$ cat src/rtl/qsadc_map.svh
// qsadc_map.svh: timing counts and widths of the four-input sampling converter sequencer
// assumes a single 100 MHz clock shared by both ends
`ifndef QSADC_MAP_SVH
`define QSADC_MAP_SVH

`define QSADC_CLK_NS 10
`define QSADC_CHANNELS 4
`define QSADC_WORD_BITS 12
`define QSADC_FIFO_DEPTH 8
// per-channel conversion time, least figure rounds up
`define QSADC_CONV_NS 1650
`define QSADC_CONV_CYCLES ((`QSADC_CONV_NS + `QSADC_CLK_NS - 1) / `QSADC_CLK_NS)
// track time the host must leave after busy falls
`define QSADC_ACQ_NS 350
`define QSADC_ACQ_CYCLES ((`QSADC_ACQ_NS + `QSADC_CLK_NS - 1) / `QSADC_CLK_NS)
// start spacing: 500 kSPS one channel, 130 kSPS more channels
`define QSADC_ONE_PERIOD_NS 2000
`define QSADC_ONE_PERIOD_CYCLES ((`QSADC_ONE_PERIOD_NS + `QSADC_CLK_NS - 1) / `QSADC_CLK_NS)
`define QSADC_MULTI_PERIOD_NS 7693
`define QSADC_MULTI_PERIOD_CYCLES ((`QSADC_MULTI_PERIOD_NS + `QSADC_CLK_NS - 1) / `QSADC_CLK_NS)
// gap the host leaves between two read strobes
`define QSADC_READ_GAP_CYCLES 2

`endif

$ cat src/rtl/qsadc_pkg.sv
// qsadc_pkg: types shared by both ends of the converter sequencer
// assumes qsadc_map.svh is on the include path
`include "qsadc_map.svh"
package qsadc_pkg;
  typedef logic [`QSADC_WORD_BITS-1:0] qsadc_word_t;
  typedef logic [`QSADC_CHANNELS-1:0] qsadc_mask_t;
  typedef logic [1:0] qsadc_chan_t;

  typedef enum logic [1:0] {
    QSADC_DEV_IDLE = 2'b00,
    QSADC_DEV_CONV = 2'b01,
    QSADC_DEV_PUSH = 2'b10
  } qsadc_dev_state_t;

  typedef enum logic [1:0] {
    QSADC_RD_IDLE = 2'b00,
    QSADC_RD_STROBE = 2'b01,
    QSADC_RD_CAPTURE = 2'b10,
    QSADC_RD_GAP = 2'b11
  } qsadc_rd_state_t;
endpackage

$ cat src/rtl/qsadc_if.sv
// qsadc_if: pins between the converter device and its host
// assumes both ends run on the same mclk
`timescale 1ns/10ps
interface qsadc_if;
  // conversion control
  logic conversion_start_pulse;
  logic sel_by_software;
  qsadc_pkg::qsadc_mask_t chan_sel_pins;
  logic sel_write_n;
  qsadc_pkg::qsadc_mask_t sel_write_data;
  // progress
  logic conv_done_n;
  logic busy;
  // parallel readout
  logic cs_n;
  logic rd_n;
  qsadc_pkg::qsadc_word_t data;

  modport device (
    input conversion_start_pulse, sel_by_software, chan_sel_pins, sel_write_n, sel_write_data, cs_n, rd_n,
    output conv_done_n, busy, data
  );
  modport host (
    output conversion_start_pulse, sel_by_software, chan_sel_pins, sel_write_n, sel_write_data, cs_n, rd_n,
    input conv_done_n, busy, data
  );
endinterface

$ cat src/rtl/qsadc_device.sv
// qsadc_device: sequencing and readout end of the four-input sampling converter
// assumes the host shares mclk and drives the device modport; analog levels arrive pre-digitised
// Behaviour
// - convert only selected channels, skip others
// - selection from pins or written register
// - one start holds all four samples
// - pulse done after each channel conversion
// - busy high for whole sequence
// - 12-bit words read by select and read
// - each channel takes fixed conversion time
// - host waits acquisition time after busy
// - host keeps start rate within throughput
// - read during or after the sequence
`timescale 1ns/10ps
`include "qsadc_map.svh"

module qsadc_fifo #(
  parameter int WIDTH = `QSADC_WORD_BITS,
  parameter int DEPTH = `QSADC_FIFO_DEPTH
) (
  // clock and reset
  input wire logic mclk,
  input wire logic reset,
  // fill side
  input wire logic in_valid,
  output logic in_ready,
  input wire logic [WIDTH-1:0] in_data,
  // drain side
  output logic out_valid,
  input wire logic out_ready,
  output logic [WIDTH-1:0] out_data
);
  localparam int AW = $clog2(DEPTH);
  logic [WIDTH-1:0] mem [DEPTH];
  logic [AW-1:0] wr_ptr;
  logic [AW-1:0] rd_ptr;
  logic [AW:0] count;
  wire push = in_valid && in_ready;
  wire pop = out_valid && out_ready;

  assign in_ready = (count != (AW+1)'(DEPTH));
  assign out_valid = (count != '0);
  assign out_data = mem[rd_ptr];

  always_ff @(posedge mclk) begin
    if (push) begin
      mem[wr_ptr] <= in_data;
    end
  end

  // pointers wrap by hand so a depth that is not a power of two still works
  always_ff @(posedge mclk or posedge reset) begin
    if (reset) begin
      wr_ptr <= '0;
      rd_ptr <= '0;
      count <= '0;
    end else begin
      if (push) begin
        wr_ptr <= (wr_ptr == AW'(DEPTH - 1)) ? '0 : wr_ptr + 1'b1;
      end
      if (pop) begin
        rd_ptr <= (rd_ptr == AW'(DEPTH - 1)) ? '0 : rd_ptr + 1'b1;
      end
      count <= count + (AW+1)'(push) - (AW+1)'(pop);
    end
  end
endmodule

module qsadc_device #(
  parameter int CONV_CYCLES = `QSADC_CONV_CYCLES,
  parameter int FIFO_DEPTH = `QSADC_FIFO_DEPTH
) (
  // clock and reset
  input wire logic mclk,
  input wire logic reset,
  // link to the host
  qsadc_if.device link,
  // digitised analog inputs, one word per channel
  input wire qsadc_pkg::qsadc_word_t analog_in [`QSADC_CHANNELS],
  // observed state
  output qsadc_pkg::qsadc_mask_t held_mask
);
  localparam int CW = $clog2(CONV_CYCLES + 1);

  qsadc_pkg::qsadc_dev_state_t state;
  qsadc_pkg::qsadc_mask_t sw_select;
  qsadc_pkg::qsadc_mask_t pending;
  qsadc_pkg::qsadc_chan_t chan;
  qsadc_pkg::qsadc_word_t held [`QSADC_CHANNELS];
  qsadc_pkg::qsadc_word_t result;
  qsadc_pkg::qsadc_word_t data_q;
  logic [CW-1:0] conv_cnt;
  logic done_n;

  // lowest pending channel converts first
  function automatic qsadc_pkg::qsadc_chan_t first_chan(input qsadc_pkg::qsadc_mask_t m);
    qsadc_pkg::qsadc_chan_t c;
    c = 2'h0;
    for (int i = `QSADC_CHANNELS - 1; i >= 0; i--) begin
      if (m[i]) begin
        c = 2'(i);
      end
    end
    return c;
  endfunction

  wire qsadc_pkg::qsadc_mask_t active_select = link.sel_by_software ? sw_select : link.chan_sel_pins;
  wire start_taken = link.conversion_start_pulse && (state == qsadc_pkg::QSADC_DEV_IDLE) && (active_select != '0);
  wire conv_end = (state == qsadc_pkg::QSADC_DEV_CONV) && (conv_cnt == CW'(CONV_CYCLES - 1));
  wire push_valid = (state == qsadc_pkg::QSADC_DEV_PUSH);
  wire push_ready;
  wire pushed = push_valid && push_ready;
  wire rd_strobe = !link.cs_n && !link.rd_n;
  wire fifo_valid;
  wire qsadc_pkg::qsadc_word_t fifo_data;
  wire qsadc_pkg::qsadc_mask_t next_pending = pending & ~(qsadc_pkg::qsadc_mask_t'(1) << chan);

  // results wait here so the host may read during or after the sequence
  qsadc_fifo #(
    .WIDTH(`QSADC_WORD_BITS),
    .DEPTH(FIFO_DEPTH)
  ) u_fifo (
    .mclk(mclk),
    .reset(reset),
    .in_valid(push_valid),
    .in_ready(push_ready),
    .in_data(result),
    .out_valid(fifo_valid),
    .out_ready(rd_strobe),
    .out_data(fifo_data)
  );

  assign link.busy = (state != qsadc_pkg::QSADC_DEV_IDLE);
  assign link.conv_done_n = done_n;
  assign link.data = data_q;
  assign held_mask = pending;

  always_ff @(posedge mclk or posedge reset) begin
    if (reset) begin
      sw_select <= 4'hF;
    end else if (!link.sel_write_n) begin
      sw_select <= link.sel_write_data;
    end
  end

  // all four channels freeze on the same edge
  always_ff @(posedge mclk) begin
    if (start_taken) begin
      held <= analog_in;
    end
  end

  always_ff @(posedge mclk or posedge reset) begin
    if (reset) begin
      state <= qsadc_pkg::QSADC_DEV_IDLE;
      pending <= '0;
      chan <= 2'h0;
      conv_cnt <= '0;
      result <= 12'h000;
    end else begin
      case (state)
        qsadc_pkg::QSADC_DEV_IDLE: begin
          conv_cnt <= '0;
          if (start_taken) begin
            pending <= active_select;
            chan <= first_chan(active_select);
            state <= qsadc_pkg::QSADC_DEV_CONV;
          end
        end
        qsadc_pkg::QSADC_DEV_CONV: begin
          conv_cnt <= conv_cnt + 1'b1;
          if (conv_end) begin
            result <= held[chan];
            state <= qsadc_pkg::QSADC_DEV_PUSH;
          end
        end
        qsadc_pkg::QSADC_DEV_PUSH: begin
          // a full buffer stalls the sequence instead of losing a result
          conv_cnt <= '0;
          if (pushed) begin
            pending <= next_pending;
            chan <= first_chan(next_pending);
            state <= (next_pending == '0) ? qsadc_pkg::QSADC_DEV_IDLE : qsadc_pkg::QSADC_DEV_CONV;
          end
        end
        default: begin
          state <= qsadc_pkg::QSADC_DEV_IDLE;
        end
      endcase
    end
  end

  always_ff @(posedge mclk or posedge reset) begin
    if (reset) begin
      done_n <= 1'b1;
      data_q <= 12'h000;
    end else begin
      done_n <= !pushed;
      if (rd_strobe && fifo_valid) begin
        data_q <= fifo_data;
      end
    end
  end
endmodule

$ cat src/flat_wrapper.sv
// flat-port wrapper written by rule: the top's interface ports become plain ports
module qsadc_device_flat 
#(
  parameter int CONV_CYCLES = `QSADC_CONV_CYCLES,
  parameter int FIFO_DEPTH = `QSADC_FIFO_DEPTH
)
  (mclk, reset, analog_in, held_mask, link_conversion_start_pulse, link_sel_by_software, link_chan_sel_pins, link_sel_write_n, link_sel_write_data, link_cs_n, link_rd_n, link_conv_done_n, link_busy, link_data);
  qsadc_if link_i ();
  input wire logic mclk;
  input wire logic reset;
  input wire qsadc_pkg::qsadc_word_t analog_in[`QSADC_CHANNELS];
  output qsadc_pkg::qsadc_mask_t held_mask;
  input wire logic [$bits(link_i.conversion_start_pulse)-1:0] link_conversion_start_pulse;
  input wire logic [$bits(link_i.sel_by_software)-1:0] link_sel_by_software;
  input wire logic [$bits(link_i.chan_sel_pins)-1:0] link_chan_sel_pins;
  input wire logic [$bits(link_i.sel_write_n)-1:0] link_sel_write_n;
  input wire logic [$bits(link_i.sel_write_data)-1:0] link_sel_write_data;
  input wire logic [$bits(link_i.cs_n)-1:0] link_cs_n;
  input wire logic [$bits(link_i.rd_n)-1:0] link_rd_n;
  output wire logic [$bits(link_i.conv_done_n)-1:0] link_conv_done_n;
  output wire logic [$bits(link_i.busy)-1:0] link_busy;
  output wire logic [$bits(link_i.data)-1:0] link_data;
  assign link_i.conversion_start_pulse = link_conversion_start_pulse;
  assign link_i.sel_by_software = link_sel_by_software;
  assign link_i.chan_sel_pins = link_chan_sel_pins;
  assign link_i.sel_write_n = link_sel_write_n;
  assign link_i.sel_write_data = link_sel_write_data;
  assign link_i.cs_n = link_cs_n;
  assign link_i.rd_n = link_rd_n;
  assign link_conv_done_n = link_i.conv_done_n;
  assign link_busy = link_i.busy;
  assign link_data = link_i.data;
  qsadc_device #(.CONV_CYCLES(CONV_CYCLES), .FIFO_DEPTH(FIFO_DEPTH)) u_core (.mclk(mclk), .reset(reset), .link(link_i), .analog_in(analog_in), .held_mask(held_mask));
endmodule
$ cat config.mk
export PLATFORM = sky130hd
export DESIGN_NAME = qsadc_device_flat
export DESIGN_NICKNAME = d
export VERILOG_FILES = /design/src/rtl/qsadc_pkg.sv /design/src/rtl/qsadc_if.sv /design/src/rtl/qsadc_device.sv /design/src/flat_wrapper.sv
export VERILOG_INCLUDE_DIRS = /design/src /design/src/rtl
export SDC_FILE = /design/constraint.sdc
export NUM_CORES = 1
export LEC_CHECK = 0
export BUFFER_PORTS_ARGS = -buffer_cell sky130_fd_sc_hd__buf_4
export CAP_MARGIN = 20
export CELL_PAD_IN_SITES_DETAIL_PLACEMENT = 1
export CELL_PAD_IN_SITES_GLOBAL_PLACEMENT = 1
export CORE_MARGIN = 4
export CORE_UTILIZATION = 38
export CTS_CLUSTER_SIZE = 30
export DETAILED_ROUTE_END_ITERATION = 8
export GPL_ROUTABILITY_DRIVEN = 0
export MAX_ROUTING_LAYER = met4
export PLACE_DENSITY = 0.65
export SETUP_SLACK_MARGIN = 0.3
export SLEW_MARGIN = 10
export SYNTH_ARGS = -nofsm -noshare
export SYNTH_HDL_FRONTEND = slang
export SYNTH_HIERARCHICAL = 1
export SYNTH_SLANG_ARGS = --single-unit
$ cat constraint.sdc
create_clock -name mclk -period 3.65 [get_ports mclk]
set_input_delay 0.1825 -clock mclk [delete_from_list [all_inputs] [get_ports mclk]]
set_output_delay 0.1825 -clock mclk [all_outputs]
set_load 0.005 [all_outputs]
==> flow_metrics.py, run 1 <==
metrics = {
    "outcome": {
        "status": "complete, no violations",
    },
    "worst_hold_path": {
        "hp-class": "primary input to flop",
        "hp-start": "link_sel_write_n",
        "hold_end": "u_core/sw_select[2]",
        "min_path_cells": 2,
    },
    "die": {
        "coreArea_sq_mm": 0.0212,
        "ios": 81,
        "die_area_sq_mm": 0.0240,
        "die_width_um": 155,
        "initial_core_util": 0.388,
        "fp-row-count": 53,
        "chipHeight_um": 155,
    },
    "global_routing": {
        "globalRouteMet1Util": 0.190,
        "grt_util_met3": 0.0309,
        "grt_pass1_wl_mm": 27.4,
        "busiest_layer": "met2",
        "grt_start_max_net_pins": 46,
        "grt_pass1_vias": 4876,
        "antenna_found_initial": 0,
        "grtUsageTotal": 0.153,
        "grt_overflow_total": 0,
        "use_met2": 0.255,
    },
    "logic_synthesis": {
        "syn-num-nets": 510,
        "synthesis.area_sq_mm": 0.00821,
        "avgSynthCellArea_sq_um": 18.9,
        "synthCells": 434,
        "synth_top_cells_by_area": "edfxtp_1, dfrtp_1, mux4_1",
        "yosys_warnings": 6,
        "yosysUniqueCellTypes": 54,
        "ys_ff_latch": 199,
        "seq_area_frac_synth": 0.695,
        "synth.most_common_cell": "edfxtp_1",
        "synth-edff-count": 144,
        "ys_async_sr_fraction": 0.276,
        "synth_top_area_share": 0.527,
        "synth_top_flop_cell": "edfxtp_1",
        "synthTopCellsByCount": "edfxtp_1, dfrtp_1, mux2_2, mux4_1, inv_1",
        "synth_area_leader_cell": "edfxtp_1",
    },
    "sta": {
        "rsz0062_at_grt": "false",
        "slew_viol_final": 0,
        "hold_violations": 0,
        "max_freq_mhz": 392,
        "finalSetupTns_ns": 0,
        "report.final.setup_viol": 0,
        "tightest_slew_ns": 0.825,
        "period_needed_ns": 2.55,
        "fin_crit_sh": 0.700,
        "layout_setup_ws_ns": 1.10,
        "finalClockSkew_ns": 0.0124,
        "slew_headroom": 0.450,
    },
    "clocking": {
        "cts.repair.resized": 0,
        "cts_tree": "done",
        "clockRootBuffer": "clkbuf_16",
        "cts-buffers-inserted": 17,
        "cts_max_level": 4,
        "cts_setup_buffers": 0,
        "clkLatencyLatePin_ns": 0.43,
        "holdBufCountCts": 53,
        "cts.sinks": 199,
        "clk_pin_slew_ns": 0.07,
        "ctsLongestPathBuffers": 2,
    },
    "power_and_ir_drop": {
        "p_leak_uw": 0.00358,
        "power_density_mw_per_mm2": 568,
        "p_total_uw": 5870,
        "ir_worst_vdd_v": 0.000287,
    },
    "setup_path": {
        "rr_startpoint": "u_core/u_fifo/count[2]",
        "rrSetupSlack_ns": 1.10,
        "crit_arrival_ns": 2.86,
        "crit_type": "flop to flop",
        "worst-path-max-fanout": 8,
        "worstRegToRegCells": 9,
        "r2r_end": "u_core/u_fifo/count[2]",
        "cp_data_required_time_ns": 3.96,
        "cp-end-kind": "flop",
        "setup.worst_path.start_class": "flop",
    },
    "detailed_routing": {
        "avgRoutedWirePerCell_um": 19.7,
        "vias_per_cell": 5.05,
        "dr.pass1.iters": 5,
        "routed_wl_mm": 17.2,
        "drt-initial-drc-count": 179,
        "ant_nets": 0,
        "drcViolationCount": 0,
        "routed-via-count": 4400,
    },
    "final_layout": {
        "area_growth_pct": 25.9,
        "nFillCells": 1970,
        "finalNetCount": 659,
        "drive_gt1_frac": 0.344,
        "diodes": 0,
        "multi_input_area_sq_mm": 0.00235,
        "regArea_sq_mm": 0.00571,
    },
    "placed_design": {
        "hpwlAfterDp_mm": 10.6,
        "io_buffers": 80,
        "dpl_worst_slack_ns": 1.10,
    },
    "run": {
        "drv_cap": 0,
    },
}
[logic make-up after synthesis]
group                      synth area share
AOI/OAI and AO/OA                    0.0245
and+or+nand+nor                      0.0444
DFF                                   0.695
buffers and inverters                0.0204
xor gates and xnor gates            0.00960
adders and majority gates            0.0207
muxes                                 0.185
[cells in the final DEF (no fill, tap or decap), types with 7 or more instances in the layout]
cell and count:
ha_1 12, and2_1 8, buf_4 90, edfxtp_1 144, nand3_1 7, clkbuf_16 17
dlygate4sd3_1 53, mux4_1 22, a21oi_1 7, dfrtp_1 50, mux4_2 14, nor2_1 8
inv_1 15, mux2_2 40, mux2_4 9
[where the power goes]
part | internal, uW | switching (uW) | total, uW
logic | 689 | 504 | 1190
clock network | 973 | 879 | 1850
registers | 2590 | 239 | 2830
total | 4250 | 1620 | 5870
[flip-flops by register name, indices dropped and copies added (netlist names)]
register	cells
u_core/held	48
u_core/state	2
u_core/u_fifo/mem	96
u_core/u_fifo/wr_ptr	3
u_core/sw_select	4
u_core/result	12
u_core/conv_cnt	8
u_core/held_mask	4
u_core/link.data	12
u_core/u_fifo/rd_ptr	3
u_core/link.conv_done_n	1
u_core/u_fifo/count	4
u_core/chan	2
[worst max-delay path by stage]
stage | cells past startpoint | from | endpoint | slack (ns)
global route | 9 | u_core/u_fifo/count[2] | u_core/u_fifo/count[2] | 0.96
global placement | 10 | u_core/u_fifo/count[2] | u_core/u_fifo/count[2] | 1.22
floorplan | 5 | u_core/u_fifo/count[2] | u_core/u_fifo/mem[0][0] | 1.13
finish | 9 | u_core/u_fifo/count[2] | u_core/u_fifo/count[2] | 1.10
CTS | 9 | u_core/u_fifo/count[2] | u_core/u_fifo/count[2] | 1.09
detailed placement | 10 | u_core/u_fifo/count[2] | u_core/u_fifo/count[2] | 1.10
[critical path: stages (launching register included)]
cell and delay (ns):
dfrtp_1 0.36, inv_1 0.10, ha_1 0.16, or3b_2 0.54, nand2_2 0.23, ha_1 0.18, inv_1 0.05, ha_1 0.22
fa_1 0.41, xor2_1 0.18
[stage by stage]
stage	area [sq um]	hold slack [ns]	std cells	util
4_1_cts	10300	0.0148	868	0.485
5_1_grt	10300	0.0249	871	0.489
3_3_place_gp	9140	0.214	783	0.432
3_5_place_dp	9140	0.224	783	0.432
6_report	10300	0.0341	871	0.489
2_1_floorplan	8210	0.0227	434	-
[metal layers]
metal  up-vias  part of all wire
met5         -                 0
met4         0             0.011
met3        17             0.036
met2        94              0.52
met1      2273              0.43
li1       2016                 -
[area by class of cell]
cell class,instances,share of cell area
sequential,199,0.552
multi-input combinational,201,0.227
timing repair buffer,146,0.124
clock buffer,17,0.0412
tap,275,0.0333
clock inverter,15,0.0159
inverter,18,0.00654
Power figures use the tool's default switching activity.
==> run 2, diff against run 1 <==
==> constraint.sdc (replaced) <==
create_clock -name mclk -period 2.6 [get_ports mclk]
set_input_delay 0.13 -clock mclk [delete_from_list [all_inputs] [get_ports mclk]]
set_output_delay 0.13 -clock mclk [all_outputs]
set_load 0.005 [all_outputs]
==> flow_metrics.py, run 2 (synthesized netlist as in run 1, its figures left out) <==
metrics = {
    "setup_path": {
        "crit_arrival_ns": 2.51,
        "cp_data_required_time_ns": 2.91,
        "crit_type": "flop to flop",
        "cp-end-kind": "flop",
        "setup.worst_path.start_class": "flop",
        "worst-path-max-fanout": 3,
    },
    "sta": {
        "layout_setup_ws_ns": 0.396,
        "hold_violations": 0,
        "fin_crit_sh": 0.848,
        "finalSetupTns_ns": 0,
        "period_needed_ns": 2.20,
        "max_freq_mhz": 454,
        "finalClockSkew_ns": 0.00740,
        "rsz0062_at_grt": "true",
        "tightest_slew_ns": 0.854,
        "slew_headroom": 0.430,
        "slew_viol_final": 0,
        "report.final.setup_viol": 0,
    },
    "power_and_ir_drop": {
        "p_leak_uw": 0.00359,
        "p_sw_frac": 0.262,
        "ir_worst_vdd_v": 0.000467,
        "p_sw_uw": 2140,
        "p_comb_frac": 0.205,
        "power_density_mw_per_mm2": 785,
        "internal_power_uw": 6010,
        "seq_power_share": 0.483,
        "power_frac_clock": 0.312,
    },
    "die": {
        "die_width_um": 155,
        "die_area_sq_mm": 0.0240,
        "fp-row-count": 53,
        "ios": 81,
        "initial_core_util": 0.388,
        "coreArea_sq_mm": 0.0212,
        "chipHeight_um": 155,
    },
    "final_layout": {
        "finalNetCount": 668,
        "area_growth_pct": 26.5,
        "finalNonFillerCells": 879,
        "final_common_cell": "edfxtp_1",
        "diodes": 0,
        "biggestRegsByFlops": "u_core/u_fifo/mem x96, u_core/held x48",
        "drive_gt1_frac": 0.348,
        "mostFrequentLayoutCells": "edfxtp_1, buf_4, dlygate4sd3_1",
        "top_register": "u_core/u_fifo/mem",
        "largest_reg_flops": 96,
    },
    "clocking": {
        "clkLatencyLatePin_ns": 0.42,
        "cts-buffers-inserted": 17,
        "cts_tree": "done",
        "cts.sinks": 199,
        "clockRootBuffer": "clkbuf_16",
        "clk_pin_slew_ns": 0.07,
        "ctsLongestPathBuffers": 2,
        "cts_max_level": 4,
    },
    "detailed_routing": {
        "dr.pass1.iters": 4,
        "drt-initial-drc-count": 245,
        "routed-via-count": 4395,
        "avgRoutedWirePerCell_um": 19.4,
        "routed_wl_mm": 17.1,
        "ant_nets": 0,
        "drcViolationCount": 0,
        "vias_per_cell": 5.00,
    },
    "placed_design": {
        "io_buffers": 80,
        "hpwlAfterDp_mm": 10.7,
        "dpl_worst_slack_ns": 0.181,
        "placed_cells": 788,
    },
    "worst_hold_path": {
        "hp-class": "primary input to flop",
    },
    "global_routing": {
        "grtUsageTotal": 0.157,
        "grt_start_max_net_pins": 46,
        "grt_pass1_wl_mm": 28.1,
        "antenna_found_initial": 0,
        "grt_pass1_vias": 5025,
        "grt_overflow_total": 0,
    },
    "outcome": {
        "status": "complete, no violations",
    },
    "run": {
        "drv_cap": 0,
    },
}
## run 2: final timing paths
check                                  startpoint                      to  slack (ns)  depth (start not counted)
setup reg to reg           u_core/u_fifo/count[2]  u_core/u_fifo/count[2]        0.40                         10
hold / removal              link_chan_sel_pins[3]     u_core/held_mask[3]        0.07                          3
hold reg to reg               u_core/link.data[9]     u_core/link.data[9]        0.51                          1
min in group asynchronous                   reset     u_core/link.data[9]        0.22                          3
setup / recovery           u_core/u_fifo/count[2]  u_core/u_fifo/count[2]        0.40                         10
max in group asynchronous                   reset     u_core/sw_select[1]        1.84                          4
## run 2: cell type report
cell class	instances	area, sq um
clock buffers	21	440
clock inverters	10	123
fillers	1984	10800
inverters	18	71.3
multi-input cells	201	2360
flip-flops and latches	199	5710
well taps	275	344
repair buffers	155	1340
## run 2: routing by layer
layer  up-vias  wire length [um]  track usage
li1       2033                 -            -
met1      2273              7460        0.198
met2        74              8880        0.261
met3        15               480       0.0300
met4         0               252       0.0471
met5         -                 0            -
## run 2: worst max-delay path: stages (launching register included)
cell and delay (ns):
dfrtp_1 0.37, inv_2 0.07, ha_1 0.13, or3b_4 0.38, nand2_2 0.08, inv_1 0.05, ha_1 0.26, inv_1 0.04
ha_2 0.19, fa_2 0.36, xor2_1 0.16
## run 2: what timing repair did
| item | 4_1_cts | 5_1_grt |
|---|---|---|
| setup endpoints to repair | 3 | 3 |
| pin swaps | 1 | 0 |
| gates resized for setup | 3 | 2 |
| cloned | 0 | 0 |
| buffers inserted | 2 | 0 |
| hold endpoints to repair | 62 | 0 |
| hold buffers | 57 | 0 |
## run 2: stage by stage
step                      instance area (sq um)  power (uW)   util  hold WS (ns)
after floorplan                            8220        5060      -       -0.0298
after global placement                     9210        5530  0.435         0.158
after detailed placement                   9210        5620  0.435         0.171
after CTS                                 10400        8260  0.490        0.0654
after global routing                      10400        8610  0.491        0.0824
final                                     10400        8150  0.491        0.0704
## run 2: power groups by stage
stage                     Clock, uW  Combinational, uW  Sequential [uW]
after floorplan                   0               1210             3850
after global placement            0               1550             3990
after detailed placement          0               1610             4010
after CTS                      2620               1700             3940
after global routing           2780               1850             3980
final                          2540               1670             3940
